<file path="config.mk">
export PLATFORM = sky130hd
export DESIGN_NAME = bstp_port
export DESIGN_NICKNAME = d
export VERILOG_FILES = /design/src/bstp_pkg.sv /design/src/bstp_port.sv
export SDC_FILE = /design/constraint.sdc
export NUM_CORES = 1
export LEC_CHECK = 0
export ABC_AREA = 0
export BUFFER_PORTS_ARGS = -buffer_cell sky130_fd_sc_hd__clkbuf_2
export CORE_AREA = 2 2 121 123
export DETAILED_ROUTE_END_ITERATION = 10
export DIE_AREA = 0 0 123 125
export PLACE_DENSITY = 0.53
export SYNTH_ARGS = -nofsm -noshare
export SYNTH_HDL_FRONTEND = slang
export SYNTH_SLANG_ARGS = --single-unit
</file>
<file path="constraint.sdc">
create_clock -name clk_sys -period 2.9 [get_ports clk_sys]
set_input_delay 0.145 -clock clk_sys [delete_from_list [all_inputs] [get_ports clk_sys]]
set_output_delay 0.145 -clock clk_sys [all_outputs]
set_load 0.03 [all_outputs]
</file>
<file path="src/bstp_pkg.sv">
package bstp_pkg;
   // ---------------------------------------------------------------
   // instruction codes and widths
   // ---------------------------------------------------------------
   localparam int IR_W = 3;
   localparam logic [2:0] INS_EXTEST = 3'h0;
   localparam logic [2:0] INS_IDCODE = 3'h1;
   localparam logic [2:0] INS_SAMPLE_Z = 3'h2;
   localparam logic [2:0] INS_PRELOAD = 3'h4;
   localparam logic [2:0] INS_BYPASS = 3'h7;
   localparam logic [1:0] IR_CAPTURE = 2'h1;
   localparam int ID_W = 32;
   localparam int BSR_W = 8;
   localparam int RESET_TMS_EDGES = 5;

   // ---------------------------------------------------------------
   // tap controller states, one-hot
   // ---------------------------------------------------------------
   typedef enum logic [15:0] {
      ST_RESET = 16'h0001, ST_IDLE = 16'h0002,
      ST_SEL_DR = 16'h0004, ST_CAP_DR = 16'h0008,
      ST_SH_DR = 16'h0010, ST_EX1_DR = 16'h0020,
      ST_PA_DR = 16'h0040, ST_EX2_DR = 16'h0080,
      ST_UPD_DR = 16'h0100, ST_SEL_IR = 16'h0200,
      ST_CAP_IR = 16'h0400, ST_SH_IR = 16'h0800,
      ST_EX1_IR = 16'h1000, ST_PA_IR = 16'h2000,
      ST_EX2_IR = 16'h4000, ST_UPD_IR = 16'h8000
   } bstp_state_t;

   // pins of the test port
   typedef struct packed {
      logic tck;
      logic tms;
      logic tdi;
   } bstp_pins_t;

   // whole state of the port
   typedef struct packed {
      bstp_pins_t s1;
      bstp_pins_t s2;
      logic [BSR_W-1:0] pins_s1;
      logic [BSR_W-1:0] pins_s2;
      logic tck_d;
      bstp_state_t st;
      logic [IR_W-1:0] ir_sh;
      logic [IR_W-1:0] ir;
      logic byp;
      logic [ID_W-1:0] id_sh;
      logic [BSR_W-1:0] bsr_sh;
      logic [BSR_W-1:0] bsr_upd;
      logic tdo;
      logic tdo_oe;
   } bstp_regs_t;
endpackage

</file>
<file path="src/bstp_port.sv">
// Overview of operation
// - standard boundary-scan state machine and shifting
// - comes up reset, idle without clock
// - floating pins read high, memory unaffected
// - inputs on rising edge, outputs after falling, except extest_en, outputs_hiz cleared on rise into reset
// - tms sampled rising, steps state machine
// - tdi sampled rising, shifted into selection
// - state and instruction select serial register
// - tdo drives selected register end when shifting
// - five tms-high edges reach reset
// - three-bit instruction, preset to identification
// - capture-ir loads 01 into low bits
// - one-bit bypass register between tdi, tdo
`timescale 1ns/1ps
module bstp_port
   import bstp_pkg::*;
#(
   parameter logic [ID_W-1:0] ID_CODE = 32'h0000_0001 // arbitrary value
) (
   // clock and reset
   input wire logic clk_sys,
   input wire logic resetn,
   // test pins, pulled up externally when floating
   input wire logic tck,
   input wire logic tms,
   input wire logic tdi,
   output logic tdo_o,
   output logic tdo_oe,
   // boundary cells
   input wire logic [BSR_W-1:0] pins_in,
   output logic [BSR_W-1:0] bsr_out,
   output logic extest_en,
   output logic outputs_hiz
);
   bstp_regs_t r_reg, r_next;
   logic rise, fall;

   // ---------------------------------------------------------------
   // tap state step
   // ---------------------------------------------------------------
   // standard state table
   function automatic bstp_state_t step(bstp_state_t s, logic m);
      case (s)
         ST_RESET: step = m ? ST_RESET : ST_IDLE;
         ST_IDLE: step = m ? ST_SEL_DR : ST_IDLE;
         ST_SEL_DR: step = m ? ST_SEL_IR : ST_CAP_DR;
         ST_CAP_DR: step = m ? ST_EX1_DR : ST_SH_DR;
         ST_SH_DR: step = m ? ST_EX1_DR : ST_SH_DR;
         ST_EX1_DR: step = m ? ST_UPD_DR : ST_PA_DR;
         ST_PA_DR: step = m ? ST_EX2_DR : ST_PA_DR;
         ST_EX2_DR: step = m ? ST_UPD_DR : ST_SH_DR;
         ST_UPD_DR: step = m ? ST_SEL_DR : ST_IDLE;
         ST_SEL_IR: step = m ? ST_RESET : ST_CAP_IR;
         ST_CAP_IR: step = m ? ST_EX1_IR : ST_SH_IR;
         ST_SH_IR: step = m ? ST_EX1_IR : ST_SH_IR;
         ST_EX1_IR: step = m ? ST_UPD_IR : ST_PA_IR;
         ST_PA_IR: step = m ? ST_EX2_IR : ST_PA_IR;
         ST_EX2_IR: step = m ? ST_UPD_IR : ST_SH_IR;
         ST_UPD_IR: step = m ? ST_SEL_DR : ST_IDLE;
         default: step = ST_RESET;
      endcase
   endfunction

   function automatic logic uses_bsr(logic [IR_W-1:0] i);
      uses_bsr = (i == INS_EXTEST) || (i == INS_SAMPLE_Z) ||
                 (i == INS_PRELOAD);
   endfunction

   assign rise = r_reg.s2.tck & ~r_reg.tck_d;
   assign fall = ~r_reg.s2.tck & r_reg.tck_d;

   always_comb begin
      r_next = r_reg;
      r_next.s1 = '{tck: tck, tms: tms, tdi: tdi};
      r_next.s2 = r_reg.s1;
      r_next.tck_d = r_reg.s2.tck;
      r_next.pins_s1 = pins_in;
      r_next.pins_s2 = r_reg.pins_s1;
      if (rise) begin
         r_next.st = step(r_reg.st, r_reg.s2.tms);
         case (r_reg.st)
            ST_CAP_IR: r_next.ir_sh = {1'b0, IR_CAPTURE};
            ST_SH_IR: r_next.ir_sh = {r_reg.s2.tdi, r_reg.ir_sh[IR_W-1:1]};
            ST_CAP_DR: begin
               r_next.byp = 1'b0;
               r_next.id_sh = ID_CODE;
               r_next.bsr_sh = r_reg.pins_s2;
            end
            ST_SH_DR: begin
               r_next.byp = r_reg.s2.tdi;
               r_next.id_sh = {r_reg.s2.tdi, r_reg.id_sh[ID_W-1:1]};
               r_next.bsr_sh = {r_reg.s2.tdi, r_reg.bsr_sh[BSR_W-1:1]};
            end
            default: begin
            end
         endcase
         if (step(r_reg.st, r_reg.s2.tms) == ST_RESET) begin
            r_next.ir = INS_IDCODE;
         end
      end
      if (fall) begin
         r_next.tdo_oe = (r_reg.st == ST_SH_IR) || (r_reg.st == ST_SH_DR);
         if (r_reg.st == ST_SH_IR) begin
            r_next.tdo = r_reg.ir_sh[0];
         end else if (r_reg.ir == INS_IDCODE) begin
            r_next.tdo = r_reg.id_sh[0];
         end else if (uses_bsr(r_reg.ir)) begin
            r_next.tdo = r_reg.bsr_sh[0];
         end else begin
            r_next.tdo = r_reg.byp;
         end
         if (r_reg.st == ST_UPD_IR) begin
            r_next.ir = r_reg.ir_sh;
         end
         if (r_reg.st == ST_UPD_DR && uses_bsr(r_reg.ir)) begin
            r_next.bsr_upd = r_reg.bsr_sh;
         end
      end
   end

   always_ff @(posedge clk_sys or negedge resetn) begin
      if (!resetn) begin
         r_reg <= '{s1: '{tck: 1'b1, tms: 1'b1, tdi: 1'b1},
                    s2: '{tck: 1'b1, tms: 1'b1, tdi: 1'b1},
                    pins_s1: '0, pins_s2: '0,
                    tck_d: 1'b1, st: ST_RESET, ir_sh: '0,
                    ir: INS_IDCODE, byp: 1'b0, id_sh: '0,
                    bsr_sh: '0, bsr_upd: '0, tdo: 1'b0, tdo_oe: 1'b0};
      end else begin
         r_reg <= r_next;
      end
   end

   assign tdo_o = r_reg.tdo;
   assign tdo_oe = r_reg.tdo_oe;
   assign bsr_out = r_reg.bsr_upd;
   assign extest_en = (r_reg.ir == INS_EXTEST);
   assign outputs_hiz = (r_reg.ir == INS_SAMPLE_Z);

   // ---------------------------------------------------------------
   // checks
   // ---------------------------------------------------------------
   property p_oe_shift;
      @(posedge clk_sys) disable iff (!resetn)
      $rose(tdo_oe) |-> $past(r_reg.st == ST_SH_IR || r_reg.st == ST_SH_DR);
   endproperty
   a_oe_shift: assert property (p_oe_shift)
      else $error("tdo on off shift");

   property p_oe_fall;
      @(posedge clk_sys) disable iff (!resetn)
      $changed(tdo_oe) |-> $past(fall);
   endproperty
   a_oe_fall: assert property (p_oe_fall)
      else $error("oe not at fall");

   property p_st_rise;
      @(posedge clk_sys) disable iff (!resetn)
      $changed(r_reg.st) |-> $past(rise);
   endproperty
   a_st_rise: assert property (p_st_rise)
      else $error("step off rise");

   property p_tlr_ir;
      @(posedge clk_sys) disable iff (!resetn)
      r_reg.st == ST_RESET |-> r_reg.ir == INS_IDCODE;
   endproperty
   a_tlr_ir: assert property (p_tlr_ir)
      else $error("ir not preset");

   property p_cap_ir;
      @(posedge clk_sys) disable iff (!resetn)
      (rise && r_reg.st == ST_CAP_IR) |=> r_reg.ir_sh[1:0] == IR_CAPTURE;
   endproperty
   a_cap_ir: assert property (p_cap_ir)
      else $error("capture-ir bad");

   property p_byp;
      @(posedge clk_sys) disable iff (!resetn)
      (rise && r_reg.st == ST_SH_DR) |=> r_reg.byp == $past(r_reg.s2.tdi);
   endproperty
   a_byp: assert property (p_byp)
      else $error("bypass not shifted");

   property p_tdo_stable;
      @(posedge clk_sys) disable iff (!resetn)
      $changed(tdo_o) |-> $past(fall);
   endproperty
   a_tdo_stable: assert property (p_tdo_stable)
      else $error("tdo moved");

   property p_five;
      @(posedge clk_sys) disable iff (!resetn)
      (rise && r_reg.st == ST_SEL_IR && r_reg.s2.tms) |=> r_reg.st == ST_RESET;
   endproperty
   a_five: assert property (p_five)
      else $error("tms reset path");

   property p_ir_shift;
      @(posedge clk_sys) disable iff (!resetn)
      (rise && r_reg.st == ST_SH_IR) |=>
         r_reg.ir_sh[IR_W-1] == $past(r_reg.s2.tdi);
   endproperty
   a_ir_shift: assert property (p_ir_shift)
      else $error("tdi not shifted into ir");

   property p_ir_upd;
      @(posedge clk_sys) disable iff (!resetn)
      (fall && r_reg.st == ST_UPD_IR) |=> r_reg.ir == $past(r_reg.ir_sh);
   endproperty
   a_ir_upd: assert property (p_ir_upd)
      else $error("ir not updated");

   property p_tdo_ir;
      @(posedge clk_sys) disable iff (!resetn)
      (fall && r_reg.st == ST_SH_IR) |=> tdo_o == $past(r_reg.ir_sh[0]);
   endproperty
   a_tdo_ir: assert property (p_tdo_ir)
      else $error("tdo not ir end");

   property p_oe_off;
      @(posedge clk_sys) disable iff (!resetn)
      (fall && r_reg.st != ST_SH_IR && r_reg.st != ST_SH_DR) |=> !tdo_oe;
   endproperty
   a_oe_off: assert property (p_oe_off)
      else $error("tdo driven off shift");

   property p_bsr_fall;
      @(posedge clk_sys) disable iff (!resetn)
      $changed(bsr_out) |-> $past(fall);
   endproperty
   a_bsr_fall: assert property (p_bsr_fall)
      else $error("boundary update off fall");
endmodule

</file>
==> run metrics, run 1 <==
status=complete, no violations; largest net degree at the start of global routing=65; root buffer cell=clkbuf_16; GRT busiest layer=met2; post_cts resized=0; Pre-antenna DRT Iters=4; met2 Use GR=0.184; HP Class=flop to flop; count leader, synth=dfrtp_1; Syn-to-layout area delta=14.7%; Max IR drop VDD=~0.34 mV; IO Count=25; Multi-input gate area=around 1500 um2; Crit Path Max Fanout=9; slew margin rel.=0.444; R2R Path End=bsr_out[3]; P_leak=between 2 and 2.5 nW; DRC Markers=0; Synth top cells by count=86 x dfrtp_1, 50 x nand2_1, 33 x a22o_1; Util after Layout=0.334; num rows=44; Avg WL per Cell=~15 um; Critical-path top delay cell=or4bb_1; Pwr Density=slightly below 700 nW/um2; crit path to=bsr_out[3]; Max stage delay on crit path=0.58 ns; Final Hold Vio Count=0; first-pass GRT wire length=14700 um; Distinct cells, synth=about 50; grt met3 use=0.0310; Crit path depth=4; largest delay contributor family on the critical path=simple AND/OR/NAND/NOR gates; storage element area=2390 um2; ys async rst share=1.00; initial DRC count=roughly 170; WP data arrival=around 2.7 ns; synth top area cells=dfrtp_1 52%, a22o_1 7.0%, dfstp_2 5.7%; DRT antenna net count=0; Worst-Skew Late Latency=0.34 ns; TritonCTS clock tree=built; Initial Util=0.291; DR vias=2796; Mapped Nets=~380; setup TNS=0 ns; Chip Height=~130 um; Buf/Inv on CP=0; Detailed Place HPWL=around 5500 um; Post-synth EDFFs=0; DRT Wirelength=8500 um; Die Width=between 100 and 150 um; r2r startpoint=r_reg[66]; final setup violating endpoints=0; depth of the most critical reg-to-reg path=4; initial antenna violation count=0; maxcap violations=0; Post-CTS Setup Bufs=0; layout cells sized above 1=0.187; GRT Total Usage=0.121; max frequency=slightly above 0.4 GHz; Yosys top cell area share=0.520; final period utilization=0.852; CTS max path bufs=2; cts bufs inserted=9; Seq/Total Area, Yosys=0.577; Mapped Area=about 4100 um2; vias per cell=about 4.9; Syn Inst Count=363; fin. max-slew vios=0; H-tree depth=3; Worst Setup SP=r_reg[66]; CTS clk-pin slew, worst paths=0.07 ns; Final #Nets=~400; post-synthesis area per instance=between 10 and 15 um2; # fillers=between 1k and 1.5k; FF-to-FF setup slack=~0.43 ns; Worst Skew=between 0.007 and 0.008 ns; Critical Path RT=about 3.1 ns; RePlAce Congestion=0.837; CP Class=flop to flop; leading area contributor after synthesis=dfrtp_1; Largest register FFs=73; clock sinks=95; flops & latches, synth=95; CP cell instances=nor3_1, or4bb_1, a211oi_4, mux2_2; Ys Warns=0; DIE AREA=roughly 15000 um2; Port Buffers=24; total grt overflow=0; Core ar.=about 14000 um2; most common flop cell mapped by yosys=dfrtp_1; Crit. End Element=flop; slew of the pin with the lowest slew margin=between 0.8 and 0.9 ns; CTS Hold Bufs=12; unrepaired setup endpoints after global routing=false; # diodes=0; number of global-route vias before repair=approximately 2.8k; Worst setup SP type=flop; met1 Usage GRT=0.167; min Tclk post-route=2.47 ns
final cells by class:
type	count	area share
Sequential cell	95	0.503
Multi-Input combinational cell	225	0.321
Timing Repair Buffer	43	0.0622
Tap cell	184	0.0485
Clock buffer	12	0.0540
Inverter	7	0.00554
Clock inverter	3	0.00606
layer usage:
metal	share of wire	vias up
li1	-	1334
met5	0	-
met2	0.48	49
met4	0.012	0
met1	0.47	1405
met3	0.036	8
how the worst min path moves through the flow:
stage / start / to / slack, ns / cells past startpoint
2_1_floorplan: resetn / bsr_out[0] / -0.15 / 0
3_3_place_gp: tdi / r_next[90] / 0.23 / 1
3_5_place_dp: tdi / r_next[90] / 0.24 / 1
4_1_cts: r_next[79] / r_reg[79] / 0.35 / 0
5_1_grt: r_next[91] / r_reg[91] / 0.36 / 0
6_report: r_next[79] / r_reg[79] / 0.35 / 0
stage by stage:
| stage | hold slack, ns | setup WS (ns) | cells | total power, mW | instance area [um2] |
|---|---|---|---|---|---|
| 5_1_grt | 0.359 | 0.232 | 569 | 3.46 | 4750 |
| 3_3_place_gp | 0.235 | 0.457 | 542 | 2.14 | 4340 |
| 6_report | 0.347 | 0.428 | 569 | 3.29 | 4750 |
| 3_5_place_dp | 0.240 | 0.445 | 542 | 2.16 | 4340 |
| 4_1_cts | 0.350 | 0.430 | 569 | 3.33 | 4750 |
| 2_1_floorplan | -0.151 | 0.698 | 363 | 2.02 | 4140 |
cells by family after synthesis:
family,Yosys count,share of synthesized area
flops,95,0.577
simple gates,119,0.157
mux,18,0.0466
xor+xnor,7,0.0148
buf+inv,43,0.0550
compound gates,81,0.149
where the power goes:
part / total, mW / internal [mW] / switching, mW
logic: 0.644 / 0.241 / 0.403
clock network: 1.13 / 0.633 / 0.498
registers: 1.51 / 1.41 / 0.103
total: 3.29 / 2.28 / 1.00
placed cells by master (no fill, tap or decap), types with 3 or more instances in the layout:
master and n:
nand2_1 50, dfrtp_1 86, clkbuf_16 9, o21ai_0 21, nor3_1 9, nor2_1 17
inv_1 7, nand3_1 8, clkbuf_2 23, o32ai_1 3, buf_4 8, nand4b_1 3
nor4b_1 4, dfstp_2 9, o2111ai_1 3, a21oi_1 5, mux2i_1 8, mux2_2 10
dlygate4sd3_1 12, or4_1 3, xnor2_1 4, o31ai_1 5, nand4_1 4, a22o_1 33
nand2b_1 3, xor2_1 3
worst reg2reg max path, cell delays in order, from the launching register on:
cell      delay (ns)
dfrtp_1         0.48
nor3_1          0.45
or4bb_1         0.58
a211oi_4        0.45
mux2_2          0.40
Power figures use the tool's default switching activity.
==> run 2, diff against run 1 <==
--- a/config.mk
+++ b/config.mk
@@ -8,9 +8,10 @@
 export ABC_AREA = 0
 export BUFFER_PORTS_ARGS = -buffer_cell sky130_fd_sc_hd__clkbuf_2
 export CORE_AREA = 2 2 121 123
+export CTS_CLUSTER_SIZE = 30
 export DETAILED_ROUTE_END_ITERATION = 10
 export DIE_AREA = 0 0 123 125
-export PLACE_DENSITY = 0.53
+export PLACE_DENSITY = 0.44
 export SYNTH_ARGS = -nofsm -noshare
 export SYNTH_HDL_FRONTEND = slang
 export SYNTH_SLANG_ARGS = --single-unit
==> run 2 against run 1 <==
Compared with the run above: routed wire length fell by 1.1%; global-route usage shrank 0.39 points; largest cell class unchanged; critical path type unchanged; core utilization is 0.34 points higher; maximum frequency increased by 2.4%; hold slack improved by 0.0028 ns; clock power grew 6%.
==> run metrics, run 2 (synthesized netlist as in run 1, its figures left out) <==
CP cell instances=nor4_2, buf_4, and3_1, nor4b_4, or4_1, o2111ai_1, o221ai_1 (was nor3_1, or4bb_1, a211oi_4, mux2_2); # diodes=0 (unchanged); total power draw=3.36 mW (was 3.29 mW); root buffer cell=clkbuf_16 (unchanged); Worst Skew=0.00437 ns (was 0.00718 ns); P_leak=2.21 nW (was 2.19 nW); CTS max path bufs=2 (unchanged); DIE AREA=15400 um2 (unchanged); Max stage delay on crit path=0.65 ns (was 0.58 ns); fin. max-slew vios=0 (unchanged); Die Width=123 um (unchanged); Buf/Inv on CP=1 (was 0); Worst Hold End=r_reg[75] (was r_reg[79]); R2R Path End=r_reg[52] (was bsr_out[3]); DRT Wirelength=8410 um (was 8500 um); met3 routed WL=235 um (was 309 um); FF-to-FF setup slack=0.49 ns (was 0.43 ns); slew of the pin with the lowest slew margin=0.775 ns (was 0.834 ns); commonest cells after routing, fill and taps aside=86 x dfrtp_1, 50 x nand2_1, 33 x a22o_1 (unchanged); initial DRC count=209 (was 172); unrepaired setup endpoints after global routing=false (unchanged); worst hold slack=0.350 ns (was 0.347 ns); min Tclk post-route=2.41 ns (was 2.47 ns); Crit Path Max Fanout=7 (was 9); Final #Nets=395 (was 394); r2r startpoint=r_reg[57] (was r_reg[66]); Detailed Place HPWL=5520 um (was 5460 um); Worst-Skew Late Latency=0.34 ns (about the same); DR vias=2773 (was 2796); slew margin rel.=0.483 (was 0.444); fin cells=571 (was 569); Largest register FFs=73 (unchanged); Worst setup SP type=flop (unchanged); met2 WL=3890 um (was 4070 um); num rows=44 (unchanged); GRT Total Usage=0.117 (was 0.121); met1 WL=4140 um (was 4020 um); IO Count=25 (unchanged); cts bufs inserted=9 (unchanged); initial antenna violation count=0 (unchanged); CTS clk-pin slew, worst paths=0.07 ns (about the same); WP data arrival=2.61 ns (was 2.70 ns); final setup violating endpoints=0 (unchanged); final period utilization=0.832 (was 0.852); maxcap violations=0 (unchanged); clock sinks=95 (unchanged); worst hold path startpoint=r_next[75] (was r_next[79]); hold depth=0 (unchanged); Post-CTS Setup Bufs=0 (unchanged); RePlAce Congestion=0.886 (was 0.837); largest net degree at the start of global routing=58 (was 65); Critical Path RT=3.10 ns (was 3.12 ns); Syn-to-layout area delta=15.9% (was 14.7%); Initial Util=0.291 (unchanged); Max IR drop VDD=0.339 mV (was 0.340 mV); layout cells sized above 1=0.191 (was 0.187); uppermost layer routed=met4 (unchanged); DRC Markers=0 (unchanged); placed insts=543 (was 542); total grt overflow=0 (unchanged); HP Class=flop to flop (unchanged); Crit. End Element=flop (unchanged); number of global-route vias before repair=2688 (was 2838); Pwr Density=700 nW/um2 (was 693 nW/um2); DRT antenna net count=0 (unchanged); commonest non-fill, non-tap cell in the layout=dfrtp_1 (unchanged); Chip Height=125 um (unchanged); CP Class=flop to flop (unchanged); depth of the most critical reg-to-reg path=7 (was 4); setup TNS=0 ns (unchanged); largest delay contributor family on the critical path=simple AND/OR/NAND/NOR gates (unchanged); TritonCTS clock tree=built (unchanged); Pre-antenna DRT Iters=4 (unchanged); first-pass GRT wire length=14200 um (was 14700 um); H-tree depth=3 (unchanged); Final Hold Vio Count=0 (unchanged); status=complete, no violations (unchanged); Port Buffers=24 (unchanged); vias per cell=4.86 (was 4.91); Core ar.=14200 um2 (unchanged); Avg WL per Cell=14.7 um (was 14.9 um); max frequency=0.414 GHz (was 0.405 GHz); Critical-path top delay cell=or4_1 (was or4bb_1)
run 2: changes by cell type in the layout (fill, tap and decap cells not counted), sizes merged:
cell | before | now
buf | 8 | 9
bufinv | 0 | 1
clkbuf | 35 | 34
clkinv | 2 | 1
clkinvlp | 0 | 1
inv | 8 | 9
run 2: how the worst max path moves through the flow:
stage / startpoint / to / slack, ns / cells past startpoint
finish: r_reg[57] / r_reg[52] / 0.49 / 7
global route: r_reg[62] / tdo_o / 0.25 / 6
CTS: r_reg[62] / tdo_o / 0.48 / 6
detailed placement: r_reg[62] / tdo_o / 0.50 / 6
global placement: r_reg[66] / bsr_out[3] / 0.47 / 4
floorplan: r_reg[57] / r_reg[52] / 0.70 / 9
run 2: repair_timing:
item,CTS,global route
gates resized for setup,0,0
hold buffers,12,0
endpoints found under the hold margin,61,0
run 2: area by class of cell:
type                            instances  area (um2)
Tap cell                              184         230
Sequential cell                        95        2390
Fill cell                            1448        9410
Clock inverter                          5        66.3
Inverter                                7        26.3
Timing Repair Buffer                   44         328
Clock buffer                           11         233
Multi-Input combinational cell        225        1520
run 2: metrics by stage:
stage	setup slack (ns)	cell area (um2)	utilization
after floorplan	0.698	4140	-
after global routing	0.252	4800	0.338
final	0.486	4800	0.338
after detailed placement	0.501	4380	0.308
after global placement	0.471	4380	0.308
after CTS	0.480	4800	0.338
run 2: power by group:
group / internal (mW) / switching [mW] / total, mW
Combinational: 0.254 / 0.388 / 0.642
Sequential: 1.41 / 0.101 / 1.51
Clock: 0.681 / 0.524 / 1.20
Total: 2.35 / 1.01 / 3.36
run 2: worst reg2reg max path, stage by stage, from the launching register on:
cell and delay, ns:
dfstp_2 0.61, nor4_2 0.07, buf_4 0.16, and3_1 0.21, nor4b_4 0.16, or4_1 0.65, o2111ai_1 0.27, o221ai_1 0.15
run 2: routing by layer:
metal  global-route usage  vias up
li1                     -     1335
met1                0.167     1383
met3               0.0287       12
met5                    0        -
met4               0.0381        0
met2                0.174       43
